### config.mk
export PLATFORM = sky130hd
export DESIGN_NAME = usbeps_top
export DESIGN_NICKNAME = d
export VERILOG_FILES = /design/src/hw/usbeps_pkg.sv /design/src/hw/usbeps_top.sv
export VERILOG_INCLUDE_DIRS = /design/src /design/src/hw
export SDC_FILE = /design/constraint.sdc
export NUM_CORES = 2
export LEC_CHECK = 0
export CORE_MARGIN = 4
export CORE_UTILIZATION = 25
export CTS_CLUSTER_DIAMETER = 120
export CTS_CLUSTER_SIZE = 30
export DETAILED_ROUTE_END_ITERATION = 10
export DONT_BUFFER_PORTS = 1
export GPL_ROUTABILITY_DRIVEN = 0
export SYNTH_ARGS = -nofsm -noshare
export SYNTH_HDL_FRONTEND = slang
export SYNTH_SLANG_ARGS = --single-unit
### constraint.sdc
create_clock -name clk -period 8.9 [get_ports clk]
set_input_delay 1.78 -clock clk [delete_from_list [all_inputs] [get_ports clk]]
set_output_delay 1.78 -clock clk [all_outputs]
set_load 0.02 [all_outputs]
### src/hw/usbeps_consts.svh
// register indices, field codes and sizes of the endpoint register set
// assumes: included by bare name from the package and the top module
`ifndef USBEPS_CONSTS_SVH
`define USBEPS_CONSTS_SVH

// ----------------------------------------------------------------
// register indices, byte address is four times the index
// ----------------------------------------------------------------
`define USBEPS_IDX_SHIFT     2
`define USBEPS_IDX_CNT_HUB0  14'h1fcf
`define USBEPS_IDX_CNT_F0    14'h1fcd
`define USBEPS_IDX_CNT_F1    14'h1fcc
`define USBEPS_IDX_CNT_F2    14'h1fcb
`define USBEPS_IDX_CNT_F3    14'h1fca
`define USBEPS_IDX_FIFO_HUB0 14'h1fd7
`define USBEPS_IDX_FIFO_F0   14'h1fd5
`define USBEPS_IDX_FIFO_F1   14'h1fd4
`define USBEPS_IDX_FIFO_F2   14'h1fd3
`define USBEPS_IDX_FIFO_F3   14'h1fd2
`define USBEPS_IDX_STAT_HUB0 14'h1fdf
`define USBEPS_IDX_STAT_F0   14'h1fdd
`define USBEPS_IDX_STAT_F1   14'h1fdc
`define USBEPS_IDX_STAT_F2   14'h1fdb
`define USBEPS_IDX_STAT_F3   14'h1fda
`define USBEPS_IDX_CTL_HUB0  14'h1fa7
`define USBEPS_IDX_CTL_F0    14'h1fa5
`define USBEPS_IDX_CTL_F1    14'h1fa4
`define USBEPS_IDX_CTL_F2    14'h1fa3
`define USBEPS_IDX_CTL_F3    14'h1fa2
`define USBEPS_IDX_CFG_F1    14'h1fe4
`define USBEPS_IDX_CFG_F2    14'h1fe3
`define USBEPS_IDX_CFG_F3    14'h1fe2

// ----------------------------------------------------------------
// sizes, field codes, bus answers
// ----------------------------------------------------------------
`define USBEPS_NUM_EP        5
`define USBEPS_NUM_FEP       3
`define USBEPS_FIRST_FEP     3'h2
`define USBEPS_FIFO_DEPTH    4'h8
`define USBEPS_TYPE_ISO      2'h1
`define USBEPS_STAT_SETUP    4'h4
`define USBEPS_RESP_OKAY     2'h0
`define USBEPS_RESP_SLVERR   2'h2
`define USBEPS_CFG_RSVD      3'h0
`define USBEPS_ACK_RDZERO    4'h0
`define USBEPS_MAP_RSVD      2'h0

`endif

### src/hw/usbeps_pkg.sv
// types shared by the endpoint register set and its packet engine side
// assumes: the constants header sits beside it on the include path
`include "usbeps_consts.svh"

package usbeps_pkg;
	// link side operations, one per cycle
	typedef enum logic [3:0] {
		OP_NONE     = 4'h0,
		OP_PUSH     = 4'h1,
		OP_POP      = 4'h2,
		OP_TOK_IN   = 4'h3,
		OP_TOK_OUT  = 4'h4,
		OP_SETUP_GO = 4'h5,
		OP_SETUP_OK = 4'h6,
		OP_OUT_OK   = 4'h7,
		OP_IN_ACKED = 4'h8,
		OP_IN_SENT  = 4'h9,
		OP_STALLED  = 4'ha
	} usbeps_op_e;

	// handshake chosen for a token
	typedef enum logic [2:0] {
		HS_NONE  = 3'h0,
		HS_ACK   = 3'h1,
		HS_NAK   = 3'h2,
		HS_STALL = 3'h3,
		HS_DATA  = 3'h4
	} usbeps_hs_e;

	typedef struct packed {
		logic [2:0] ep;
		usbeps_op_e op;
		logic [7:0] data;
		logic [5:0] count;
	} usbeps_lreq_s;

	typedef struct packed {
		usbeps_hs_e hs;
		logic       toggle;
		logic       data_vld;
		logic [7:0] data;
	} usbeps_lrsp_s;

	typedef struct packed {
		logic       endpoint_on_bit;
		logic       data_toggle_bit;
		logic       endpoint_in_select;
		logic [1:0] transfer_type_field;
	} usbeps_cfg_s;

	typedef struct packed {
		logic stall_sent;
		logic rx_setup;
		logic rx_out;
		logic tx_done;
	} usbeps_stat_s;

	typedef struct packed {
		logic ctl_read;
		logic data_end;
		logic force_stall;
		logic tx_ready;
	} usbeps_ctl_s;
endpackage

### src/hw/usbeps_top.sv
// endpoint register set: configs, fifo ports, byte counts, status flags
// assumes: an axi4-lite master on one side, a packet engine on the other
//
// The AXI4-Lite register port is this design's own decision.
`timescale 1ns/1ps
`default_nettype none
`include "usbeps_consts.svh"

module usbeps_top (
	// clock and reset
	input  wire logic                   clk,
	input  wire logic                   rstn,
	// axi4-lite register slave
	input  wire logic [15:0]            s_axil_awaddr,
	input  wire logic                   s_axil_awvalid,
	output logic                        s_axil_awready,
	input  wire logic [31:0]            s_axil_wdata,
	input  wire logic [3:0]             s_axil_wstrb,
	input  wire logic                   s_axil_wvalid,
	output logic                        s_axil_wready,
	output logic [1:0]                  s_axil_bresp,
	output logic                        s_axil_bvalid,
	input  wire logic                   s_axil_bready,
	input  wire logic [15:0]            s_axil_araddr,
	input  wire logic                   s_axil_arvalid,
	output logic                        s_axil_arready,
	output logic [31:0]                 s_axil_rdata,
	output logic [1:0]                  s_axil_rresp,
	output logic                        s_axil_rvalid,
	input  wire logic                   s_axil_rready,
	// packet engine side
	input  wire usbeps_pkg::usbeps_lreq_s lnk_req,
	output usbeps_pkg::usbeps_lrsp_s     lnk_rsp,
	input  wire logic [5:0]             hub_change_in,
	output logic [7:0]                  hub_change_bitmap,
	output logic [4:0]                  ep_attention
);
	import usbeps_pkg::*;

	// ----------------------------------------------------------------
	// state and register maps
	// ----------------------------------------------------------------
	// ep order: hub ep0, func ep0, func ep1, func ep2, func ep3
	typedef struct packed {
		logic                aw_rdy;
		logic                bvalid;
		logic [1:0]          bresp;
		logic                ar_rdy;
		logic                rvalid;
		logic [1:0]          rresp;
		logic [31:0]         rdata;
		usbeps_cfg_s [2:0]   cfg;
		usbeps_stat_s [4:0]  stat;
		usbeps_ctl_s [4:0]   ctl;
		logic [4:0][5:0]     cnt;
		logic [4:0][7:0][7:0] mem;
		logic [4:0][2:0]     wp;
		logic [4:0][2:0]     rp;
		logic [4:0][3:0]     lvl;
		logic [4:0]          setup_busy;
		usbeps_lrsp_s        rsp;
		logic [7:0]          bitmap;
		logic [4:0]          attn;
	} usbeps_state_s;

	localparam logic [4:0][13:0] CNT_IDX = {`USBEPS_IDX_CNT_F3,
		`USBEPS_IDX_CNT_F2, `USBEPS_IDX_CNT_F1, `USBEPS_IDX_CNT_F0,
		`USBEPS_IDX_CNT_HUB0};
	localparam logic [4:0][13:0] FIFO_IDX = {`USBEPS_IDX_FIFO_F3,
		`USBEPS_IDX_FIFO_F2, `USBEPS_IDX_FIFO_F1, `USBEPS_IDX_FIFO_F0,
		`USBEPS_IDX_FIFO_HUB0};
	localparam logic [4:0][13:0] STAT_IDX = {`USBEPS_IDX_STAT_F3,
		`USBEPS_IDX_STAT_F2, `USBEPS_IDX_STAT_F1, `USBEPS_IDX_STAT_F0,
		`USBEPS_IDX_STAT_HUB0};
	localparam logic [4:0][13:0] CTL_IDX = {`USBEPS_IDX_CTL_F3,
		`USBEPS_IDX_CTL_F2, `USBEPS_IDX_CTL_F1, `USBEPS_IDX_CTL_F0,
		`USBEPS_IDX_CTL_HUB0};
	localparam logic [2:0][13:0] CFG_IDX = {`USBEPS_IDX_CFG_F3,
		`USBEPS_IDX_CFG_F2, `USBEPS_IDX_CFG_F1};

	usbeps_state_s q_ff;
	usbeps_state_s nxt_q;
	logic [13:0]   w_idx;
	logic [13:0]   r_idx;
	logic [7:0]    wd;
	logic          wr_fire;
	logic          rd_fire;

	// master holds valid and payload until the ready cycle
	assign w_idx   = s_axil_awaddr[15:`USBEPS_IDX_SHIFT];
	assign r_idx   = s_axil_araddr[15:`USBEPS_IDX_SHIFT];
	assign wd      = s_axil_wdata[7:0];
	assign wr_fire = q_ff.aw_rdy;
	assign rd_fire = q_ff.ar_rdy;

	// ----------------------------------------------------------------
	// next state
	// ----------------------------------------------------------------
	always_comb begin
		logic [2:0] le;
		logic [1:0] lc;
		logic       ep_ok;
		logic       on;
		logic       ep0;
		logic [2:0] e3;
		le    = lnk_req.ep;
		lc    = 2'(le - `USBEPS_FIRST_FEP);
		ep_ok = (le < 3'(`USBEPS_NUM_EP));
		ep0   = (le < `USBEPS_FIRST_FEP);
		on    = 1'b1;
		e3    = 3'h0;
		nxt_q = q_ff;
		nxt_q.rsp.hs       = HS_NONE;
		nxt_q.rsp.data_vld = 1'b0;

		// bus channels: answers retire first, then new requests
		if (q_ff.bvalid && s_axil_bready)
			nxt_q.bvalid = 1'b0;
		if (q_ff.rvalid && s_axil_rready)
			nxt_q.rvalid = 1'b0;
		if (!q_ff.aw_rdy && !q_ff.bvalid && s_axil_awvalid && s_axil_wvalid)
			nxt_q.aw_rdy = 1'b1;
		if (!q_ff.ar_rdy && !q_ff.rvalid && s_axil_arvalid)
			nxt_q.ar_rdy = 1'b1;
		if (wr_fire) begin
			nxt_q.aw_rdy = 1'b0;
			nxt_q.bvalid = 1'b1;
			nxt_q.bresp  = `USBEPS_RESP_SLVERR;
		end
		if (rd_fire) begin
			nxt_q.ar_rdy = 1'b0;
			nxt_q.rvalid = 1'b1;
			nxt_q.rresp  = `USBEPS_RESP_SLVERR;
			nxt_q.rdata  = 32'h0000_0000;
		end

		// firmware writes; status is read only, write just answers okay
		for (int e = 0; e < `USBEPS_NUM_EP; e++) begin
			e3 = 3'(e);
			if (wr_fire && w_idx == STAT_IDX[e])
				nxt_q.bresp = `USBEPS_RESP_OKAY;
			if (wr_fire && w_idx == CNT_IDX[e]) begin
				nxt_q.bresp = `USBEPS_RESP_OKAY;
				if (s_axil_wstrb[0])
					nxt_q.cnt[e] = {q_ff.cnt[e][5], wd[4:0]};
			end
			if (wr_fire && w_idx == FIFO_IDX[e]) begin
				nxt_q.bresp = `USBEPS_RESP_OKAY;
				// a full fifo drops the byte, eight is the packet limit
				if (s_axil_wstrb[0] && q_ff.lvl[e] != `USBEPS_FIFO_DEPTH) begin
					nxt_q.mem[e][q_ff.wp[e]] = wd;
					nxt_q.wp[e]  = 3'(q_ff.wp[e] + 3'h1);
					nxt_q.lvl[e] = 4'(q_ff.lvl[e] + 4'h1);
				end
			end
			if (wr_fire && w_idx == CTL_IDX[e]) begin
				nxt_q.bresp = `USBEPS_RESP_OKAY;
				if (s_axil_wstrb[0]) begin
					nxt_q.ctl[e] = wd[7:4];
					// direction bit exists on control endpoints only
					nxt_q.ctl[e].ctl_read = (e3 < `USBEPS_FIRST_FEP) & wd[7];
					nxt_q.stat[e] = q_ff.stat[e] & ~wd[3:0];
				end
			end
		end
		for (int c = 0; c < `USBEPS_NUM_FEP; c++) begin
			if (wr_fire && w_idx == CFG_IDX[c]) begin
				nxt_q.bresp = `USBEPS_RESP_OKAY;
				if (s_axil_wstrb[0])
					nxt_q.cfg[c] = {wd[7], wd[3:0]};
			end
		end

		// firmware reads; data port read pops a byte
		for (int e = 0; e < `USBEPS_NUM_EP; e++) begin
			if (rd_fire && r_idx == CNT_IDX[e]) begin
				nxt_q.rresp = `USBEPS_RESP_OKAY;
				nxt_q.rdata = 32'(q_ff.cnt[e]);
			end
			if (rd_fire && r_idx == STAT_IDX[e]) begin
				nxt_q.rresp = `USBEPS_RESP_OKAY;
				nxt_q.rdata = 32'(q_ff.stat[e]);
			end
			if (rd_fire && r_idx == CTL_IDX[e]) begin
				nxt_q.rresp = `USBEPS_RESP_OKAY;
				nxt_q.rdata = 32'({q_ff.ctl[e], `USBEPS_ACK_RDZERO});
			end
			if (rd_fire && r_idx == FIFO_IDX[e]) begin
				nxt_q.rresp = `USBEPS_RESP_OKAY;
				// an empty fifo reads zero and stays empty
				if (nxt_q.lvl[e] != 4'h0) begin
					nxt_q.rdata  = 32'(q_ff.mem[e][q_ff.rp[e]]);
					nxt_q.rp[e]  = 3'(q_ff.rp[e] + 3'h1);
					nxt_q.lvl[e] = 4'(nxt_q.lvl[e] - 4'h1);
				end
			end
		end
		for (int c = 0; c < `USBEPS_NUM_FEP; c++) begin
			if (rd_fire && r_idx == CFG_IDX[c]) begin
				nxt_q.rresp = `USBEPS_RESP_OKAY;
				nxt_q.rdata = 32'({q_ff.cfg[c].endpoint_on_bit,
					`USBEPS_CFG_RSVD, q_ff.cfg[c][3:0]});
			end
		end

		// packet engine events land last so a set beats a same-cycle ack
		if (ep_ok && !ep0)
			on = q_ff.cfg[lc].endpoint_on_bit;
		if (ep_ok && on) begin
			unique case (lnk_req.op)
				OP_NONE: begin
				end
				OP_TOK_IN: begin
					nxt_q.rsp.toggle = !ep0 && q_ff.cfg[lc].data_toggle_bit;
					if (q_ff.ctl[le].force_stall)
						nxt_q.rsp.hs = HS_STALL;
					else if (q_ff.ctl[le].tx_ready)
						nxt_q.rsp.hs = HS_DATA;
					// zero length status in after a write or no data stage
					else if (ep0 && q_ff.ctl[le].data_end && !q_ff.ctl[le].ctl_read)
						nxt_q.rsp.hs = HS_DATA;
					else
						nxt_q.rsp.hs = HS_NAK;
				end
				OP_TOK_OUT: begin
					nxt_q.rsp.toggle = !ep0 && q_ff.cfg[lc].data_toggle_bit;
					if (q_ff.ctl[le].force_stall)
						nxt_q.rsp.hs = HS_STALL;
					else if (q_ff.stat[le].rx_out)
						nxt_q.rsp.hs = HS_NAK;
					// status out of a control read waits for done ack
					else if (ep0 && q_ff.ctl[le].ctl_read && q_ff.stat[le].tx_done)
						nxt_q.rsp.hs = HS_NAK;
					else
						nxt_q.rsp.hs = HS_ACK;
				end
				OP_PUSH: begin
					// pending data is never overwritten outside a setup
					if ((q_ff.setup_busy[le] || (!q_ff.stat[le].rx_out &&
						!q_ff.stat[le].rx_setup)) &&
						nxt_q.lvl[le] != `USBEPS_FIFO_DEPTH) begin
						nxt_q.mem[le][nxt_q.wp[le]] = lnk_req.data;
						nxt_q.wp[le]  = 3'(nxt_q.wp[le] + 3'h1);
						nxt_q.lvl[le] = 4'(nxt_q.lvl[le] + 4'h1);
					end
				end
				OP_POP: begin
					nxt_q.rsp.data_vld = 1'b1;
					nxt_q.rsp.data     = 8'h00;
					if (nxt_q.lvl[le] != 4'h0) begin
						nxt_q.rsp.data = nxt_q.mem[le][nxt_q.rp[le]];
						nxt_q.rp[le]   = 3'(nxt_q.rp[le] + 3'h1);
						nxt_q.lvl[le]  = 4'(nxt_q.lvl[le] - 4'h1);
					end
				end
				OP_SETUP_GO: begin
					// early setup discards whatever the fifo held
					if (ep0) begin
						nxt_q.wp[le]  = 3'h0;
						nxt_q.rp[le]  = 3'h0;
						nxt_q.lvl[le] = 4'h0;
						nxt_q.setup_busy[le] = 1'b1;
					end
				end
				OP_SETUP_OK: begin
					if (ep0) begin
						nxt_q.stat[le] = `USBEPS_STAT_SETUP;
						nxt_q.ctl[le].data_end = 1'b0;
						nxt_q.setup_busy[le]   = 1'b0;
						nxt_q.cnt[le] = lnk_req.count;
					end
				end
				OP_OUT_OK: begin
					nxt_q.stat[le].rx_out = 1'b1;
					nxt_q.cnt[le] = lnk_req.count;
					if (!ep0)
						nxt_q.cfg[lc].data_toggle_bit =
							!q_ff.cfg[lc].data_toggle_bit;
				end
				OP_IN_ACKED: begin
					nxt_q.ctl[le].tx_ready = 1'b0;
					nxt_q.stat[le].tx_done = 1'b1;
					if (!ep0)
						nxt_q.cfg[lc].data_toggle_bit =
							!q_ff.cfg[lc].data_toggle_bit;
				end
				OP_IN_SENT: begin
					// iso has no handshake, so sending alone frees the fifo
					if (!ep0 && q_ff.cfg[lc].transfer_type_field ==
						`USBEPS_TYPE_ISO) begin
						nxt_q.ctl[le].tx_ready = 1'b0;
						nxt_q.stat[le].tx_done = 1'b1;
					end
				end
				OP_STALLED: begin
					nxt_q.stat[le].stall_sent = 1'b1;
				end
				default: begin
				end
			endcase
		end

		// attention level per endpoint for the interrupt controller
		for (int e = 0; e < `USBEPS_NUM_EP; e++)
			nxt_q.attn[e] = |nxt_q.stat[e];
		nxt_q.bitmap = {`USBEPS_MAP_RSVD, hub_change_in};
	end

	// ----------------------------------------------------------------
	// state register
	// ----------------------------------------------------------------
	always_ff @(posedge clk or negedge rstn) begin
		if (!rstn) begin
			q_ff <= '0;
		end else begin
			q_ff <= nxt_q;
		end
	end

	// outputs straight from the state register
	assign s_axil_awready    = q_ff.aw_rdy;
	assign s_axil_wready     = q_ff.aw_rdy;
	assign s_axil_bvalid     = q_ff.bvalid;
	assign s_axil_bresp      = q_ff.bresp;
	assign s_axil_arready    = q_ff.ar_rdy;
	assign s_axil_rvalid     = q_ff.rvalid;
	assign s_axil_rresp      = q_ff.rresp;
	assign s_axil_rdata      = q_ff.rdata;
	assign lnk_rsp           = q_ff.rsp;
	assign hub_change_bitmap = q_ff.bitmap;
	assign ep_attention      = q_ff.attn;
endmodule

`default_nettype wire

Word level (Yosys, flattened, before mapping)

Index checks and enable logic that the tools add are counted.

Eq/ne operators: 65
Bitwise logic cells: 17
Reductions and logical operators: 107
Order comparisons: 24
Muxes and demuxes: 248
$add $sub $neg: 25

Operators with widths:

| cell                   | count |
|---|---|
| $mux W34               | 23 |
| $mux W64               | 12 |
| $eq A14 B13 Y1 const B | 46 |
| $mux W473              | 1 |
| $mux W335              | 1 |
| $bwmux W320            | 1 |
| $bwmux W64             | 5 |
| $mux W320              | 1 |
| $bmux W64 S3           | 1 |
| $demux W64 S3          | 1 |
| $mux W4                | 46 |
| $mux W32               | 5 |
| $bmux W8 S3            | 6 |
| $demux W8 S3           | 6 |
| $bwmux W20             | 7 |
| $pmux W20 S3           | 2 |
| $mux W8                | 13 |
| $pmux W20 S5           | 1 |
| $mux W5                | 18 |
| $mux W3                | 28 |
| $logic_and A1 B1 Y1    | 76 |
| $mux W70               | 1 |
| $demux W4 S3           | 5 |
| $pmux W15 S2           | 2 |
| 58 further kinds       | 178 |

Logic and storage cells: 612
Input port bits: 102
Output and inout bits: 67
Register bits after elaboration: 524

Longest topological paths before layout

Word-level depth: 33
Mapped depth: 23
Depth with buffers taken out: 21

Worst setup path before layout

OpenSTA, ideal clock, no wires.

Path type: input port to flip-flop
From: input s_axil_awaddr[5]
To: register q_ff[347] in the netlist's numbering
Required time: 8.772 ns
Arrival time: 6.132 ns
Library setup time: 0.128 ns
Stages: 20
Slack: 2.640 ns
Path buffers: 3
Cells stage by stage: buf_2 > nand4b_2 > or4_1 > buf_2 > nor2_4 > xnor2_1 > ha_1 > nand3_2 > o21ai_2 > mux2_1 > o211ai_1 > a22oi_1 > ha_1 > inv_1 > nor2_1 > a21oi_1 > buf_4 > nand2_4 > nor2_4 > mux2_1

RTL lines:

| item                   | RTL line          | text |
|---|---|---|
| start: declaration     | usbeps_top.sv:14  | `input wire logic [15:0] s_axil_awaddr,` |
| end signal: assignment | usbeps_top.sv:316 | `q_ff <= nxt_q;` |
| end: declaration       | usbeps_top.sv:81  | `usbeps_state_s q_ff;` |

==> flow_metrics.tcl <==
set metrics [dict create \
    final_nets 3426 \
    slowest_stage "nor2_1" \
    ys_seq_area_share_pct 37.1 \
    post-route-worst-setup-slack_ns 1.47 \
    rsz0062_at_grt "false" \
    cts_buffers 22 \
    io_buffers 0 \
    ys_top_cells_by_area "dfrtp_1, mux2i_1, mux2_2" \
    n_antenna_cell 0 \
    synth-main-ff-cell "dfrtp_1" \
    pin_count 169 \
    ys_seq_elements 522 \
    fin_worst_skew_ns 0.0444 \
    ys_types 99 \
    synth_top_area_cell "dfrtp_1" \
    nFillCells 14719 \
    worstHoldPathType "reg2reg" \
    cts_resized 0 \
    failed_checks "slew limit" \
    num_vias 29657 \
    hold_buffers 0 \
    grt_max_degree 523 \
    vdd_drop_max_v 0.000129 \
    cp_top_family "simple AND/OR/NAND/NOR gates" \
    critPathCaptureType "flip-flop" \
    syn_area_mm2 0.0352 \
    wl_per_cell_um 27.7 \
    rrSetupSlack_ns 1.96 \
    fin_cells 5174 \
    timing.setup.tns_ns 0 \
    finalCritPeriodShare_pct 83.5 \
    die_area_mm2 0.147 \
    finalSetupViolations 0 \
    period_minus_slack_ns 7.43 \
    whs_path_depth 0 \
    synthToLayoutAreaGrowth_pct 5.75 \
    dieHeight_um 383 \
    run_status "finished with violations" \
    grt_first_pass_wirelength_mm 203 \
    cts-root-buf "clkbuf_16" \
    postSynthAreaPerCell_um2 9.95 \
    grt_pass1_vias 28131 \
    synth_warnings 0 \
    crit_chain "and4_1, nand4_1, buf_4, nor3_2, xnor2_1, ha_1, nand2_1, o211ai_1, a211oi_2, mux2i_1, a21oi_1, o2bb2ai_1, a22oi_1, ha_1, inv_1, a211o_1, nand2_1, nor2_1, mux2_2" \
    path_depth 19 \
    cts_setup_buffers 0 \
    synth-edff-count 0 \
    initial_core_util_pct 25.2 \
    die-width_um 383 \
    antenna_found_initial 6 \
    synth_top_area_share_pct 37.1 \
    drtPass1Iterations 7 \
    p_leak_uw 0.0150 \
    clk_pin_slew_ns 0.12 \
    routed_wl_mm 143 \
    cp.buffers_inverters 2 \
    cp_max_fo 11 \
    clkSinkCount 522 \
    clk_path_buf_depth 3 \
    max_slew_margin_pct -76.2 \
    drt_iter0_drc 4226 \
    track_usage_pct 18.6 \
    hpwlAfterDp_mm 102 \
    overflow 0 \
    coreArea_mm2 0.140 \
    insertion_delay_ns 0.62 \
    worstPathRequired_ns 9.42 \
    worst_pin_slew_ns 2.64 \
    drc 0 \
    p_per_area_mw_per_mm2 120 \
    hold_viol 0 \
    htree_levels 1 \
    worst_path_largest_cell_delay_ns 1.08 \
    drive_gt1_share_pct 17.6 \
    place_inst 5146 \
    rows 137 \
    viasPerCell 5.73 \
    clock.fmax_mhz 135 \
    pre_cts_ws_ns 1.04 \
    crit_type "in2reg" \
    cts_tree "yes" \
    cp_data_arrival_time_ns 7.95 \
    reg2regPathDepth 16 \
    fin_util_pct 26.6 \
    report.final.slew_viol_count 422 \
    drtAntennaViolNets 0 \
    cap_violations 0 \
    synthCells 3539 \
    async_flop_share_pct 100 \
    cp-start-kind "input pin" \
]
[stage by stage]
| stage | instance area [µm²] | hold slack, ns | power, µW |
|---|---|---|---|
| final | 37200 | 0.389 | 4470 |
| after CTS | 37200 | 0.394 | 4470 |
| after global routing | 37200 | 0.402 | 4600 |
| after detailed placement | 36600 | 0.365 | 3170 |
| after floorplan | 35200 | 0.422 | 3020 |
| after global placement | 36600 | 0.362 | 3160 |
[cell usage after synthesis (all sizes together), types with 15 or more instances]
master / n
or3: 43
inv: 52
and2: 16
ha: 30
nor2: 333
o31ai: 17
nand3: 69
nand2: 256
o211ai: 27
dfrtp: 522
a22oi: 19
nand3b: 18
nor3: 75
mux2: 300
clkbuf: 207
buf: 139
mux2i: 401
o2111ai: 15
nor4: 20
a21oi: 180
a211oi: 35
a31oi: 17
o22ai: 37
or4: 17
nand2b: 26
nor2b: 55
o221ai: 24
xnor2: 27
nand4: 39
and3: 27
o21ai: 183
or2: 16
mux4: 105
[state kept, by name, summed over array words and instances, names as in the netlist]
name               count
s_axil_bresp           1
s_axil_bvalid          1
hub_change_bitmap      6
lnk_rsp               13
s_axil_rresp           1
q_ff                 460
s_axil_rdata          32
s_axil_rvalid          1
s_axil_awready         1
s_axil_arready         1
ep_attention           5
[worst paths after layout]
check,startpoint,endpoint
setup / recovery,s_axil_awaddr[13],q_ff[155]
min in group asynchronous,rstn,hub_change_bitmap[2]
max in group asynchronous,rstn,q_ff[294]
hold / removal,q_ff[28],q_ff[28]
setup reg to reg,s_axil_awready,q_ff[155]
hold reg to reg,q_ff[28],q_ff[28]
[per-layer routing]
layer	track usage [%]	wire, µm
met5	0	41
met1	23.9	55700
met4	8.85	8540
met2	28.7	62600
met3	5.40	16400
[logic make-up after synthesis]
group / after synthesis / synth area share, %
AO/OA/AOI/OAI: 681 / 12.5
XOR/XNOR: 40 / 0.995
adder cells (fa/ha/maj): 30 / 1.07
buffers and inverters: 400 / 5.19
flip-flops: 522 / 37.1
multiplexers: 806 / 27.7
other: 1 / 0.0107
AND/OR/NAND/NOR: 1059 / 15.4
[report_power, final]
group / leakage [µW] / total [µW] / switching (µW) / internal, µW
clock: 0.000308 / 1320 / 838 / 484
combinational: 0.00746 / 638 / 414 / 224
sequential: 0.00721 / 2510 / 84.1 / 2430
[cell type report]
type	count	area, µm²	share of cell area, %
multi-input cells	2620	20400	54.8
flip-flops and latches	522	13100	35.1
well taps	1876	2350	6.31
clock buffers	24	579	1.56
repair buffers	74	568	1.53
inverters	54	205	0.551
clock inverters	4	62.6	0.168
[cells in the final DEF (no fill, tap or decap), drive strengths merged, types with 55 or more instances in the layout]
master    n
buf      74
mux2    300
nand3    69
nor3     75
nand2   256
nor2    333
mux4    105
nor2b    55
a21oi   180
mux2i   401
dfrtp   522
o21ai   183
Power figures use the tool's default switching activity.
